**config.mk**
```make
export PLATFORM = sky130hd
export DESIGN_NAME = pwl_wake_led
export DESIGN_NICKNAME = d
export VERILOG_FILES = /design/src/hw/pwl_wake_led.v /design/src/hw/pwl_blink_timer.v
export VERILOG_INCLUDE_DIRS = /design/src /design/src/hw
export SDC_FILE = /design/constraint.sdc
export NUM_CORES = 1
export LEC_CHECK = 0
export ABC_AREA = 1
export BUFFER_PORTS_ARGS = -buffer_cell sky130_fd_sc_hd__buf_4
export CAP_MARGIN = 10
export CORE_ASPECT_RATIO = 2
export CORE_MARGIN = 2
export CORE_UTILIZATION = 55
export DETAILED_ROUTE_END_ITERATION = 12
export PLACE_DENSITY = 0.86
export SYNTH_ARGS = -nofsm -noshare
export SYNTH_HDL_FRONTEND = slang
export SYNTH_SLANG_ARGS = --single-unit
```
**constraint.sdc**
```tcl
create_clock -name ref_clk_in -period 2.68 [get_ports ref_clk_in]
set_input_delay 0.536 -clock ref_clk_in [delete_from_list [all_inputs] [get_ports ref_clk_in]]
set_output_delay 0.536 -clock ref_clk_in [all_outputs]
set_load 0.01 [all_outputs]
```
**src/hw/pwl_regs.vh**
```
// Purpose: constants for the wake-enable and power-lamp register bank
// Assumes: 32-bit classic Wishbone, one register per aligned word
// Notes:   byte address of a register is four times its index
`ifndef PWL_REGS_VH
`define PWL_REGS_VH

// ==========================================================================
// register indices (byte address = index * 4)
`define PWL_IDX_WAKE_STS_GPIO   6'h09
`define PWL_IDX_WAKE_STS_MISC   6'h0a
`define PWL_IDX_WAKE_EN_GPIO    6'h0d
`define PWL_IDX_WAKE_EN_MISC    6'h0e
`define PWL_IDX_RSVD_ZERO       6'h0f
`define PWL_IDX_LED_CTRL        6'h10
`define PWL_IDX_WAKE_CTRL       6'h16
`define PWL_IDX_IRQ_STS         6'h20
`define PWL_IDX_IRQ_EN          6'h21
`define PWL_IDX_IRQ_CLR         6'h22

// ==========================================================================
// field positions
`define PWL_MISC_RING_TWO       1
`define PWL_MISC_RING_ONE       2
`define PWL_MISC_KEYBOARD       3
`define PWL_MISC_MOUSE          4
`define PWL_MISC_KEY_WAKE       5
`define PWL_MISC_FAN1           6
`define PWL_MISC_FAN2           7
`define PWL_MISC_VALID_MASK     8'hfe
`define PWL_LED_COLOUR_BIT      0
`define PWL_LED_STEADY_BIT      1
`define PWL_LED_MASK            8'h03
`define PWL_CTRL_GLOBAL_EN_BIT  0
`define PWL_IRQ_GPIO_BIT        0
`define PWL_IRQ_MISC_BIT        1
`define PWL_IRQ_WAKE_BIT        2
`define PWL_IRQ_MASK            8'h07

// ==========================================================================
// reset values
`define PWL_RST_WAKE_EN         8'h00
`define PWL_RST_WAKE_STS        8'h00
`define PWL_RST_LED             8'h00
`define PWL_RST_CTRL            8'h00
`define PWL_RST_IRQ             8'h00

// ==========================================================================
// timing
`define PWL_CLK_PERIOD_NS       50
`define PWL_BLINK_HIGH_NS       593750000
`define PWL_BLINK_LOW_NS        906250000
`define PWL_BLINK_HIGH_CYC      (`PWL_BLINK_HIGH_NS / `PWL_CLK_PERIOD_NS)
`define PWL_BLINK_LOW_CYC       (`PWL_BLINK_LOW_NS / `PWL_CLK_PERIOD_NS)
`define PWL_BLINK_CNT_W         25

`endif

```
**src/hw/pwl_wake_led.v**
```verilog
// Purpose: wake-event enable/status registers and power lamp control
// Assumes: wake source inputs are synchronous, high while an event occurs
// Notes:   wake enables and status survive the main reset; only the
//          standby reset initialises them
`timescale 1ns/10ps
`default_nettype none
`include "pwl_regs.vh"

// Overview of operation
// - The wake request is driven active when a source has enable, status and global enable set.
// - A disabled source still records its event in status but never drives the wake request.
// - Enable register at index 0x0d holds one bit per group-one pin, bit 0 pin 10 to bit 7 pin 17.
// - Enable register at index 0x0e maps bit 1 ring two, 2 ring one, 3 keyboard, 4 mouse, 5 key, 6-7 fans.
// - Both enable registers are reset only by the standby reset, not by the main reset.
// - The register at index 0x0f is reserved and reads all zero.
// - With the sleep input high, lamp bit 0 chooses yellow at 0 and green at 1.
// - With the sleep input high, lamp bit 1 gives steady at 1 and a 0.59375 s on, 0.90625 s off blink at 0.
// - A wake status bit is cleared by writing 1 to it, and writing 0 leaves it unchanged.
module pwl_wake_led #(
  parameter integer BLINK_HIGH_CYC = `PWL_BLINK_HIGH_CYC,
  parameter integer BLINK_LOW_CYC  = `PWL_BLINK_LOW_CYC
) (
  input  wire        ref_clk_in,              // 20 MHz clock
  input  wire        rst_b_in,                // main reset, active low, async
  input  wire        stby_rst_b_in,           // standby domain reset, active low
  input  wire        wb_cyc_in,               // wishbone cycle
  input  wire        wb_stb_in,               // wishbone strobe
  input  wire        wb_we_in,                // wishbone write enable
  input  wire [7:0]  wb_adr_in,               // wishbone byte address
  input  wire [3:0]  wb_sel_in,               // wishbone byte selects
  input  wire [31:0] wb_dat_in,               // wishbone write data
  output reg  [31:0] wb_dat_out,              // wishbone read data
  output reg         wb_ack_out,              // wishbone acknowledge
  input  wire [7:0]  gpio_group1_wake_in,     // group-one pin events, bit 0 = pin 10
  input  wire        ring_indicator_two_in,   // ring indicator two event
  input  wire        ring_indicator_one_in,   // ring indicator one event
  input  wire        keyboard_wake_in,        // keyboard event
  input  wire        mouse_wake_in,           // mouse event
  input  wire        specific_key_wake_in,    // specific key event
  input  wire        fan_speed_input_one_in,  // fan tach one event
  input  wire        fan_speed_input_two_in,  // fan tach two event
  input  wire        sleep_state5_input_n_in, // sleep state 5 input
  output reg         wake_request_out_n_out,  // wake request, active low
  output reg         yellow_lamp_out,         // yellow lamp drive
  output reg         green_lamp_out,          // green lamp drive
  output reg         irq_out                  // level interrupt
);

  // ==========================================================================
  // reset synchronisers
  // main reset clears only the bus answer and the interrupt logic;
  // standby reset initialises enables, status, lamp and wake output
  reg [1:0] rst_sync_q;
  reg [1:0] stby_sync_q;
  wire      rst_n;
  wire      stby_rst_n;

  always @(posedge ref_clk_in or negedge rst_b_in) begin
    if (!rst_b_in) begin
      rst_sync_q <= 2'b00;
    end else begin
      rst_sync_q <= {rst_sync_q[0], 1'b1};
    end
  end

  always @(posedge ref_clk_in or negedge stby_rst_b_in) begin
    if (!stby_rst_b_in) begin
      stby_sync_q <= 2'b00;
    end else begin
      stby_sync_q <= {stby_sync_q[0], 1'b1};
    end
  end

  assign rst_n      = rst_sync_q[1];
  assign stby_rst_n = stby_sync_q[1];

  // ==========================================================================
  // bus decode
  wire [5:0] idx;
  wire       req;
  wire       wr;
  wire       wr_lane0;

  assign idx      = wb_adr_in[7:2];
  // a request is taken while ack is low; a write commits at the edge where
  // the master samples ack, so it lands exactly once per transfer
  assign req      = wb_cyc_in & wb_stb_in & ~wb_ack_out;
  assign wr       = wb_cyc_in & wb_stb_in & wb_we_in & wb_ack_out;
  // only byte lane 0 carries register data
  assign wr_lane0 = wr & wb_sel_in[0];

  wire wr_en_gpio;
  wire wr_en_misc;
  wire wr_sts_gpio;
  wire wr_sts_misc;
  wire wr_led;
  wire wr_ctrl;
  wire wr_irq_en;
  wire wr_irq_clr;

  assign wr_en_gpio  = wr_lane0 & (idx == `PWL_IDX_WAKE_EN_GPIO);
  assign wr_en_misc  = wr_lane0 & (idx == `PWL_IDX_WAKE_EN_MISC);
  assign wr_sts_gpio = wr_lane0 & (idx == `PWL_IDX_WAKE_STS_GPIO);
  assign wr_sts_misc = wr_lane0 & (idx == `PWL_IDX_WAKE_STS_MISC);
  assign wr_led      = wr_lane0 & (idx == `PWL_IDX_LED_CTRL);
  assign wr_ctrl     = wr_lane0 & (idx == `PWL_IDX_WAKE_CTRL);
  assign wr_irq_en   = wr_lane0 & (idx == `PWL_IDX_IRQ_EN);
  assign wr_irq_clr  = wr_lane0 & (idx == `PWL_IDX_IRQ_CLR);

  // ==========================================================================
  // wake sources
  wire [7:0] misc_evt;

  assign misc_evt = {fan_speed_input_two_in,
                     fan_speed_input_one_in,
                     specific_key_wake_in,
                     mouse_wake_in,
                     keyboard_wake_in,
                     ring_indicator_one_in,
                     ring_indicator_two_in,
                     1'b0};

  // ==========================================================================
  // standby-domain registers: enables, status, global enable, lamp
  reg [7:0] en_gpio_q;
  reg [7:0] en_misc_q;
  reg [7:0] sts_gpio_q;
  reg [7:0] sts_misc_q;
  reg [7:0] led_q;
  reg [7:0] ctrl_q;
  wire [7:0] sts_gpio_d;
  wire [7:0] sts_misc_d;

  // events set status regardless of the enables; set wins over a clear
  assign sts_gpio_d = (sts_gpio_q & ~({8{wr_sts_gpio}} & wb_dat_in[7:0]))
                      | gpio_group1_wake_in;
  assign sts_misc_d = ((sts_misc_q & ~({8{wr_sts_misc}} & wb_dat_in[7:0]))
                      | misc_evt) & `PWL_MISC_VALID_MASK;

  always @(posedge ref_clk_in or negedge stby_rst_n) begin
    if (!stby_rst_n) begin
      en_gpio_q  <= `PWL_RST_WAKE_EN;
      en_misc_q  <= `PWL_RST_WAKE_EN;
      sts_gpio_q <= `PWL_RST_WAKE_STS;
      sts_misc_q <= `PWL_RST_WAKE_STS;
      led_q      <= `PWL_RST_LED;
      ctrl_q     <= `PWL_RST_CTRL;
    end else begin
      if (wr_en_gpio) begin
        en_gpio_q <= wb_dat_in[7:0];
      end
      if (wr_en_misc) begin
        en_misc_q <= wb_dat_in[7:0] & `PWL_MISC_VALID_MASK;
      end
      if (wr_led) begin
        led_q <= wb_dat_in[7:0] & `PWL_LED_MASK;
      end
      if (wr_ctrl) begin
        ctrl_q <= {7'h00, wb_dat_in[`PWL_CTRL_GLOBAL_EN_BIT]};
      end
      sts_gpio_q <= sts_gpio_d;
      sts_misc_q <= sts_misc_d;
    end
  end

  // ==========================================================================
  // wake request
  wire wake_any;
  // request low while any enabled status bit is set and the global enable is on

  assign wake_any = ctrl_q[`PWL_CTRL_GLOBAL_EN_BIT]
                    & (|(en_gpio_q & sts_gpio_q) | |(en_misc_q & sts_misc_q));

  always @(posedge ref_clk_in or negedge stby_rst_n) begin
    if (!stby_rst_n) begin
      wake_request_out_n_out <= 1'b1;
    end else begin
      wake_request_out_n_out <= ~wake_any;
    end
  end

  // ==========================================================================
  // power lamp
  wire blink;
  wire lamp_on;

  pwl_blink_timer #(
    .CNT_W    (`PWL_BLINK_CNT_W),
    .HIGH_CYC (BLINK_HIGH_CYC),
    .LOW_CYC  (BLINK_LOW_CYC)
  ) u_blink (
    .clk_in    (ref_clk_in),
    .rst_n_in  (stby_rst_n),
    .blink_out (blink)
  );

  // sleep input low darkens both lamps
  assign lamp_on = sleep_state5_input_n_in
                   & (led_q[`PWL_LED_STEADY_BIT] | blink);

  always @(posedge ref_clk_in or negedge stby_rst_n) begin
    if (!stby_rst_n) begin
      yellow_lamp_out <= 1'b0;
      green_lamp_out  <= 1'b0;
    end else begin
      yellow_lamp_out <= lamp_on & ~led_q[`PWL_LED_COLOUR_BIT];
      green_lamp_out  <= lamp_on & led_q[`PWL_LED_COLOUR_BIT];
    end
  end

  // ==========================================================================
  // interrupt status, enable and clear
  reg  [7:0] irq_sts_q;
  reg  [7:0] irq_en_q;
  reg        wake_q;
  reg        irq_arm_q;
  wire [7:0] irq_evt;
  wire [7:0] irq_clr;

  // a wake request that already stands when main reset ends is not a new
  // edge, so the edge detector is armed one cycle after release
  assign irq_evt = {5'h00,
                    wake_any & ~wake_q & irq_arm_q,
                    |(sts_misc_d & ~sts_misc_q),
                    |(sts_gpio_d & ~sts_gpio_q)};
  assign irq_clr = {8{wr_irq_clr}} & wb_dat_in[7:0];

  always @(posedge ref_clk_in or negedge rst_n) begin
    if (!rst_n) begin
      irq_sts_q <= `PWL_RST_IRQ;
      irq_en_q  <= `PWL_RST_IRQ;
      wake_q    <= 1'b0;
      irq_arm_q <= 1'b0;
      irq_out   <= 1'b0;
    end else begin
      wake_q    <= wake_any;
      irq_arm_q <= 1'b1;
      irq_sts_q <= (irq_sts_q & ~irq_clr) | irq_evt;
      if (wr_irq_en) begin
        irq_en_q <= wb_dat_in[7:0] & `PWL_IRQ_MASK;
      end
      irq_out <= |(irq_sts_q & irq_en_q);
    end
  end

  // ==========================================================================
  // read mux
  reg [7:0] rd_byte;
  // the clear register and unmapped indices read zero

  always @* begin
    rd_byte = 8'h00;
    case (idx)
      `PWL_IDX_WAKE_STS_GPIO: begin
        rd_byte = sts_gpio_q;
      end
      `PWL_IDX_WAKE_STS_MISC: begin
        rd_byte = sts_misc_q;
      end
      `PWL_IDX_WAKE_EN_GPIO: begin
        rd_byte = en_gpio_q;
      end
      `PWL_IDX_WAKE_EN_MISC: begin
        rd_byte = en_misc_q;
      end
      `PWL_IDX_RSVD_ZERO: begin
        rd_byte = 8'h00;
      end
      `PWL_IDX_LED_CTRL: begin
        rd_byte = led_q;
      end
      `PWL_IDX_WAKE_CTRL: begin
        rd_byte = ctrl_q;
      end
      `PWL_IDX_IRQ_STS: begin
        rd_byte = irq_sts_q;
      end
      `PWL_IDX_IRQ_EN: begin
        rd_byte = irq_en_q;
      end
      default: begin
        rd_byte = 8'h00;
      end
    endcase
  end

  // ==========================================================================
  // wishbone answer: ack one cycle after the request, for every address
  // read data is captured at the take edge and held until the next read
  always @(posedge ref_clk_in or negedge rst_n) begin
    if (!rst_n) begin
      wb_ack_out <= 1'b0;
      wb_dat_out <= 32'h0000_0000;
    end else begin
      wb_ack_out <= req;
      if (req && !wb_we_in) begin
        wb_dat_out <= {24'h00_0000, rd_byte};
      end
    end
  end

endmodule
`default_nettype wire

```
**src/hw/pwl_blink_timer.v**
```verilog
// Purpose: free-running blink pattern generator for the power lamp
// Assumes: HIGH_CYC + LOW_CYC fits in CNT_W bits
// Notes:   output is high for HIGH_CYC cycles then low for LOW_CYC cycles
`timescale 1ns/10ps
`default_nettype none
module pwl_blink_timer #(
  parameter integer CNT_W    = 25,
  parameter integer HIGH_CYC = 11875000,
  parameter integer LOW_CYC  = 18125000
) (
  input  wire clk_in,                // system clock
  input  wire rst_n_in,              // synchronised reset, active low
  output reg  blink_out              // blink phase, high during on phase
);

  localparam [31:0]      LAST_32  = HIGH_CYC + LOW_CYC - 1;
  localparam [31:0]      HIGH_32  = HIGH_CYC;
  localparam [CNT_W-1:0] LAST_CNT = LAST_32[CNT_W-1:0];
  localparam [CNT_W-1:0] HIGH_END = HIGH_32[CNT_W-1:0];

  reg [CNT_W-1:0] cnt_q;

  // ==========================================================================
  // period counter
  always @(posedge clk_in or negedge rst_n_in) begin
    if (!rst_n_in) begin
      cnt_q     <= {CNT_W{1'b0}};
      blink_out <= 1'b0;
    end else begin
      if (cnt_q == LAST_CNT) begin
        cnt_q <= {CNT_W{1'b0}};
      end else begin
        cnt_q <= cnt_q + {{(CNT_W-1){1'b0}}, 1'b1};
      end
      blink_out <= (cnt_q < HIGH_END);
    end
  end

endmodule
`default_nettype wire

```
==> results of run 1 <==
-- cells in the mapped netlist, types with 3 or more instances --
library cell,number
nand3_1,50
nor2_1,83
buf_4,24
xor2_1,7
o21ai_0,21
nand2_4,4
dfrtp_1,88
o21bai_1,6
nor3_1,9
nand2_1,175
inv_2,5
o21ai_1,11
nor2_2,5
o22ai_1,3
o21ai_2,20
nand4_1,13
a21oi_1,5
inv_1,71
nor2_4,9
or2_2,3
-- routing by layer --
metal  track usage (%)  wire [um]
met5                 0          0
met4              15.8        778
met3              4.66        554
met2              47.4       6560
met1              25.4       4110
-- state kept, by name (all words and copies together) (netlist names), 2 cells and up --
register,cells
wb_dat_out,8
rst_sync_q,2
irq_sts_q,8
u_blink.cnt_q,25
sts_gpio_q,8
stby_sync_q,2
en_gpio_q,8
irq_en_q,3
sts_misc_q,7
en_misc_q,7
led_q,2
-- report_power, final --
part	internal [uW]	leakage [uW]	switching (uW)	total, uW
Combinational	65.2	0.00164	121	186
Clock	644	0.000134	556	1200
Sequential	1360	0.00111	14.0	1370
-- what timing repair did --
action,CTS,global route
hold buffers,2,0
buffers inserted,0,0
setup endpoints to repair,0,0
hold endpoints to repair,4,0
-- critical path, delay by kind of cell, from the launching register on --
kind | cells | cell delay [ps]
and+or+nand+nor | 6 | 740
DFF | 1 | 420
adders and majority gates | 1 | 250
AOI/OAI and AO/OA | 1 | 190
buffers and inverters | 1 | 50
-- final timing paths --
check,endpoint
hold / removal,u_blink.cnt_q[21]
max in group asynchronous,wb_dat_out[0]
hold reg to reg,u_blink.cnt_q[21]
setup / recovery,u_blink.cnt_q[18]
min in group ref_clk_in,rst_sync_q[1]
setup reg to reg,u_blink.cnt_q[18]
-- per-stage QoR --
step,instance area (um2),utilization [%],std cells,hold slack (ps)
CTS,5630,63.4,803,251
finish,5630,63.4,803,239
global route,5630,63.4,803,276
floorplan,5030,-,660,240
detailed placement,5330,60.0,785,245
global placement,5330,60.0,785,238
-- cell families (layout without fill, tap and decap cells) --
family | after synthesis | count (layout)
adders and majority gates | 1 | 1
xor gates and xnor gates | 9 | 9
buffers and inverters | 104 | 145
AOI/OAI and AO/OA | 68 | 68
and+or+nand+nor | 362 | 362
DFF | 89 | 89
other | 2 | 27
-- final cells by class --
type,instances,area [um2],share of cell area [%]
flip-flops and latches,89,2230,39.6
clock inverters,6,51.3,0.911
repair buffers,53,403,7.15
clock buffers,10,229,4.06
inverters,76,285,5.06
multi-input cells,467,2310,41.0
well taps,102,128,2.27
==> results.md, run 1 <==
- Final clock skew: 8.51 ps
- Final WS setup: 949 ps
- Core area: 8890 um2
- CTS tree: done
- Number of global-route vias before repair: 4346
- Slowest-stage cell, CP: dfrtp_1
- CTS max path bufs: 2
- Post-synth EDFFs: 0
- Die height: 138 um
- Worst hold path class: reg2async
- Antenna violations before repair: 0
- Synthesized area: 4940 um2
- CP most frequent cell: nand2_1
- Power per cell area: 489 nW/um2
- Max FO, Critical Path: 5
- Post-Syn Area per Cell: 7.78 um2
- Largest family of logic cells by synthesized area: simple AND/OR/NAND/NOR gates
- Startpoint class of the critical path: flip-flop
- Pre-antenna DRT Iters: 5
- Number of synthesized register bits: 89
- Largest net degree at the start of global routing: 43
- Gr usage total: 25.7%
- Part of the cycle the worst path needs: 64.6%
- Initial DRC count: 359
- Fmax: 578 MHz
- Clock sinks: 89
- Compound-gate portion of the synthesized area: 8.89%
- CP Cell Sequence: ha_1, nand2_1, nor2_2, nand2_2, nor2_4, nand2_1, o21ai_1, nand2_1, inv_1
- Synth Area in XOR/XNOR: 1.60%
- Lkg Pwr: 0.00289 uW
- Ys async rst share: 100%
- Slew at the pin closest to its max-slew limit: 920 ps
- Distinct cells, synth: 35
- Area contributors post-synth: dfrtp_1, nand2_1, nor2_1
- IO Pins: 103
- Most common cell after layout, fill and taps aside: nand2_1
- H-tree levels: 3
- Reg2reg start: u_blink.cnt_q[0]
- Max VDD drop: 0.000497 V
- Total Negative Setup Slacks: 0 ps
- Reg2Reg Setup Slack: 950 ps
- CTS clk-pin slew, worst paths: 60 ps
- CTS root buf: clkbuf_16
- Worst slew margin: 38.7%
- Post-Synthesis Cells: 635
- Layout cells sized above 1: 17.5%
- Clk_lat worst skew: 340 ps
- DR vias/cell: 5.43
- Post-synthesis mux area share: 0%
- Outcome: completed
- Final-report setup violation count: 0
- WL/cell: 15.0 um
- Commonest non-fill, non-tap cells in the layout: nand2_1, dfrtp_1, nor2_1
- Primary FF master, synth: dfrtp_1
- Input/output buffers: 49
- Antenna Nets Post-Route: 0
- Biggest cell delay along the critical path: 420 ps
- Post-DP HPWL: 9380 um
- CP Data Arrival Time: 2010 ps
- Tmin final: 1730 ps
- Final net count: 763
- Hold Fails Final Rpt: 0
- Die area: 9800 um2
- Pins Over Slew Limit: 0
- Worst-case reg-to-reg path depth: 9
- Dpl ws: 768 ps
- Sequential cell area fraction in the yosys report: 45.1%
- # DRC: 0
- Post-synthesis simple-gate area fraction: 33.9%
- Final Wtd Congestion: 0.933
- Unrepaired setup endpoints after global routing: false
- Post-Route WL: 12000 um
- First-pass GRT wire length: 19800 um
- Initial Util: 55.6%
- Synth-to-Final Area Change: 14.0%
- Synth area leader: dfrtp_1
- Congestion Overflow GR: 0
- Max-Cap Viols: 0
- CP Class: reg2reg
- Share of the synthesized area in the top cell type: 44.6%
- Core Rows: 49
- Yosys Warn Count: 0
- Filler Cell Count: 755
- Post-Synth Adder-Cell Area: 0.253%
- Post-CTS sizing: 0
- Tot Pwr: 2760 uW
- Worst path required time: 2960 ps
- Worst Setup SP: u_blink.cnt_q[0]
- CTS buffer count: 9
- Antenna cells: 0
- Endpoint class of the critical path: flip-flop
- Vias: 4359
- Die span in x: 71.0 um
No activity file was read; power rests on OpenSTA's default activity.
==> run 2, diff against run 1 <==
- CORE_UTILIZATION: 55 -> 50
- PLACE_DENSITY: 0.86 -> 0.83
- clock period: 2.68 -> 1.4 ns (I/O delays scaled with it)
==> results.md, run 2 (same netlist as run 1, synthesis figures left out) <==
- Core Rows: 51
- Core area: 9700 um2
- CTS clk-pin slew, worst paths: 70 ps
- Largest net degree at the start of global routing: 60
- Final-report setup violation count: 9
- Max reg flops: 25
- WL/cell: 15.6 um
- Pre-antenna DRT Iters: 5
- Int Pwr: 4140 uW
- Post-Route WL: 13600 um
- Antenna Nets Post-Route: 0
- Violated checks: setup timing
- Hold Fails Final Rpt: 0
- Tmin final: 1450 ps
- Max VDD drop: 0.000605 V
- CP Data Arrival Time: 1690 ps
- Power per cell area: 885 nW/um2
- Part of the cycle the worst path needs: 103%
- Antenna violations before repair: 0
- IO Pins: 103
- CP Class: reg2reg
- CTS max path bufs: 2
- NetSw: 1320 uW
- Initial DRC count: 418
- Most common cell after layout, fill and taps aside: nand2_1
- Max FO, Critical Path: 5
- Startpoint class of the critical path: flip-flop
- Unrepaired setup endpoints after global routing: true
- Synth-to-Final Area Change: 25.0%
- Post-DP HPWL: 10100 um
- First-pass GRT wire length: 21400 um
- Final Wtd Congestion: 0.936
- Lkg Pwr: 0.00314 uW
- Commonest non-fill, non-tap cells in the layout: nand2_1, buf_4, dfrtp_1
- Clock share of power: 44.8%
- Max-Cap Viols: 0
- Gr usage total: 26.5%
- Fmax: 691 MHz
- Initial Util: 50.9%
- Antenna cells: 0
- Register share of total power: 47.8%
- Die span in x: 74.3 um
- Total Negative Setup Slacks: -179 ps
- Endpoint class of the critical path: flip-flop
- Final clock skew: 7.33 ps
- Clock sinks: 89
- Layout cells sized above 1: 27.9%
- Number of global-route vias before repair: 4614
- Fin Hold WS: 69.5 ps
- # DRC: 0
- Die height: 145 um
- Vias: 4665
- CTS root buf: clkbuf_16
- CTS tree: done
- H-tree levels: 3
- CTS buffer count: 9
- Final net count: 803
- Worst path required time: 1640 ps
- Input/output buffers: 49
- Sw Share: 24.1%
- Gate power share: 7.4%
- Most flop-heavy register: u_blink.cnt_q
- Worst hold path class: reg2async
- DR vias/cell: 5.34
- Pins Over Slew Limit: 0
- Congestion Overflow GR: 0
- Die area: 10700 um2
- Final WS setup: -47.8 ps
- Outcome: finished with violations
- Clk_lat worst skew: 340 ps
- Worst-case reg-to-reg path depth: 9
run 2: final timing paths:
path	startpoint	endpoint	slack, ps
setup / recovery	u_blink.cnt_q[0]	u_blink.cnt_q[20]	-50
hold / removal	stby_sync_q[1]	yellow_lamp_out	70
setup reg to reg	u_blink.cnt_q[0]	u_blink.cnt_q[20]	-50
hold reg to reg	stby_sync_q[1]	yellow_lamp_out	70
max in group asynchronous	stby_sync_q[1]	u_blink.cnt_q[16]	770
min in group ref_clk_in	gpio_group1_wake_in[2]	sts_gpio_q[2]	140
run 2: routing by layer:
metal,vias to the layer above,GRT usage [%],wire (um)
met5,-,0,0
met4,0,18.6,1030
met3,87,3.90,611
met2,220,48.4,7420
met1,2189,26.3,4530
li1,2169,-,-
run 2: power groups by stage:
stage / combinational (uW) / clock [uW] / sequential, uW
after global routing: 446 / 2610 / 2610
final: 403 / 2450 / 2610
after floorplan: 204 / 0 / 2700
after CTS: 403 / 2490 / 2610
after detailed placement: 396 / 0 / 2660
after global placement: 387 / 0 / 2660
run 2: worst max-delay path, stage by stage (launching register included):
cell and delay, ps:
dfrtp_1 390, ha_4 170, nand2_4 60, nor2_4 140, nand2_4 90, nor2_4 170, buf_6 120, nand4_1 70
nand2_1 90, inv_2 40
run 2: final cells by class:
class | instances | area (um2)
sequential | 89 | 2240
inverter | 76 | 285
clock inverter | 7 | 77.6
timing repair buffer | 93 | 739
fill | 851 | 3520
clock buffer | 9 | 225
tap | 132 | 165
multi-input combinational | 467 | 2440
run 2: what timing repair did:
| action | CTS | global route |
|---|---|---|
| endpoints found under the setup margin | 11 | 24 |
| cloned | 0 | 0 |
| resized for setup | 11 | 46 |
| pin swaps | 4 | 19 |
| hold buffers | 2 | 0 |
| setup buffers | 1 | 8 |
| hold endpoints to repair | 4 | 0 |
run 2: through the flow:
| stage | cell area [um2] | utilization, % | worst slack (ps) | total power, uW | instances |
|---|---|---|---|---|---|
| final | 6180 | 63.7 | -47.8 | 5460 | 873 |
| after detailed placement | 5630 | 58.0 | -57.0 | 3060 | 846 |
| after global routing | 6180 | 63.7 | -128 | 5660 | 873 |
| after global placement | 5630 | 58.0 | 19.9 | 3050 | 846 |
| after floorplan | 5030 | - | 12.5 | 2900 | 660 |
| after CTS | 5990 | 61.8 | -46.2 | 5500 | 865 |
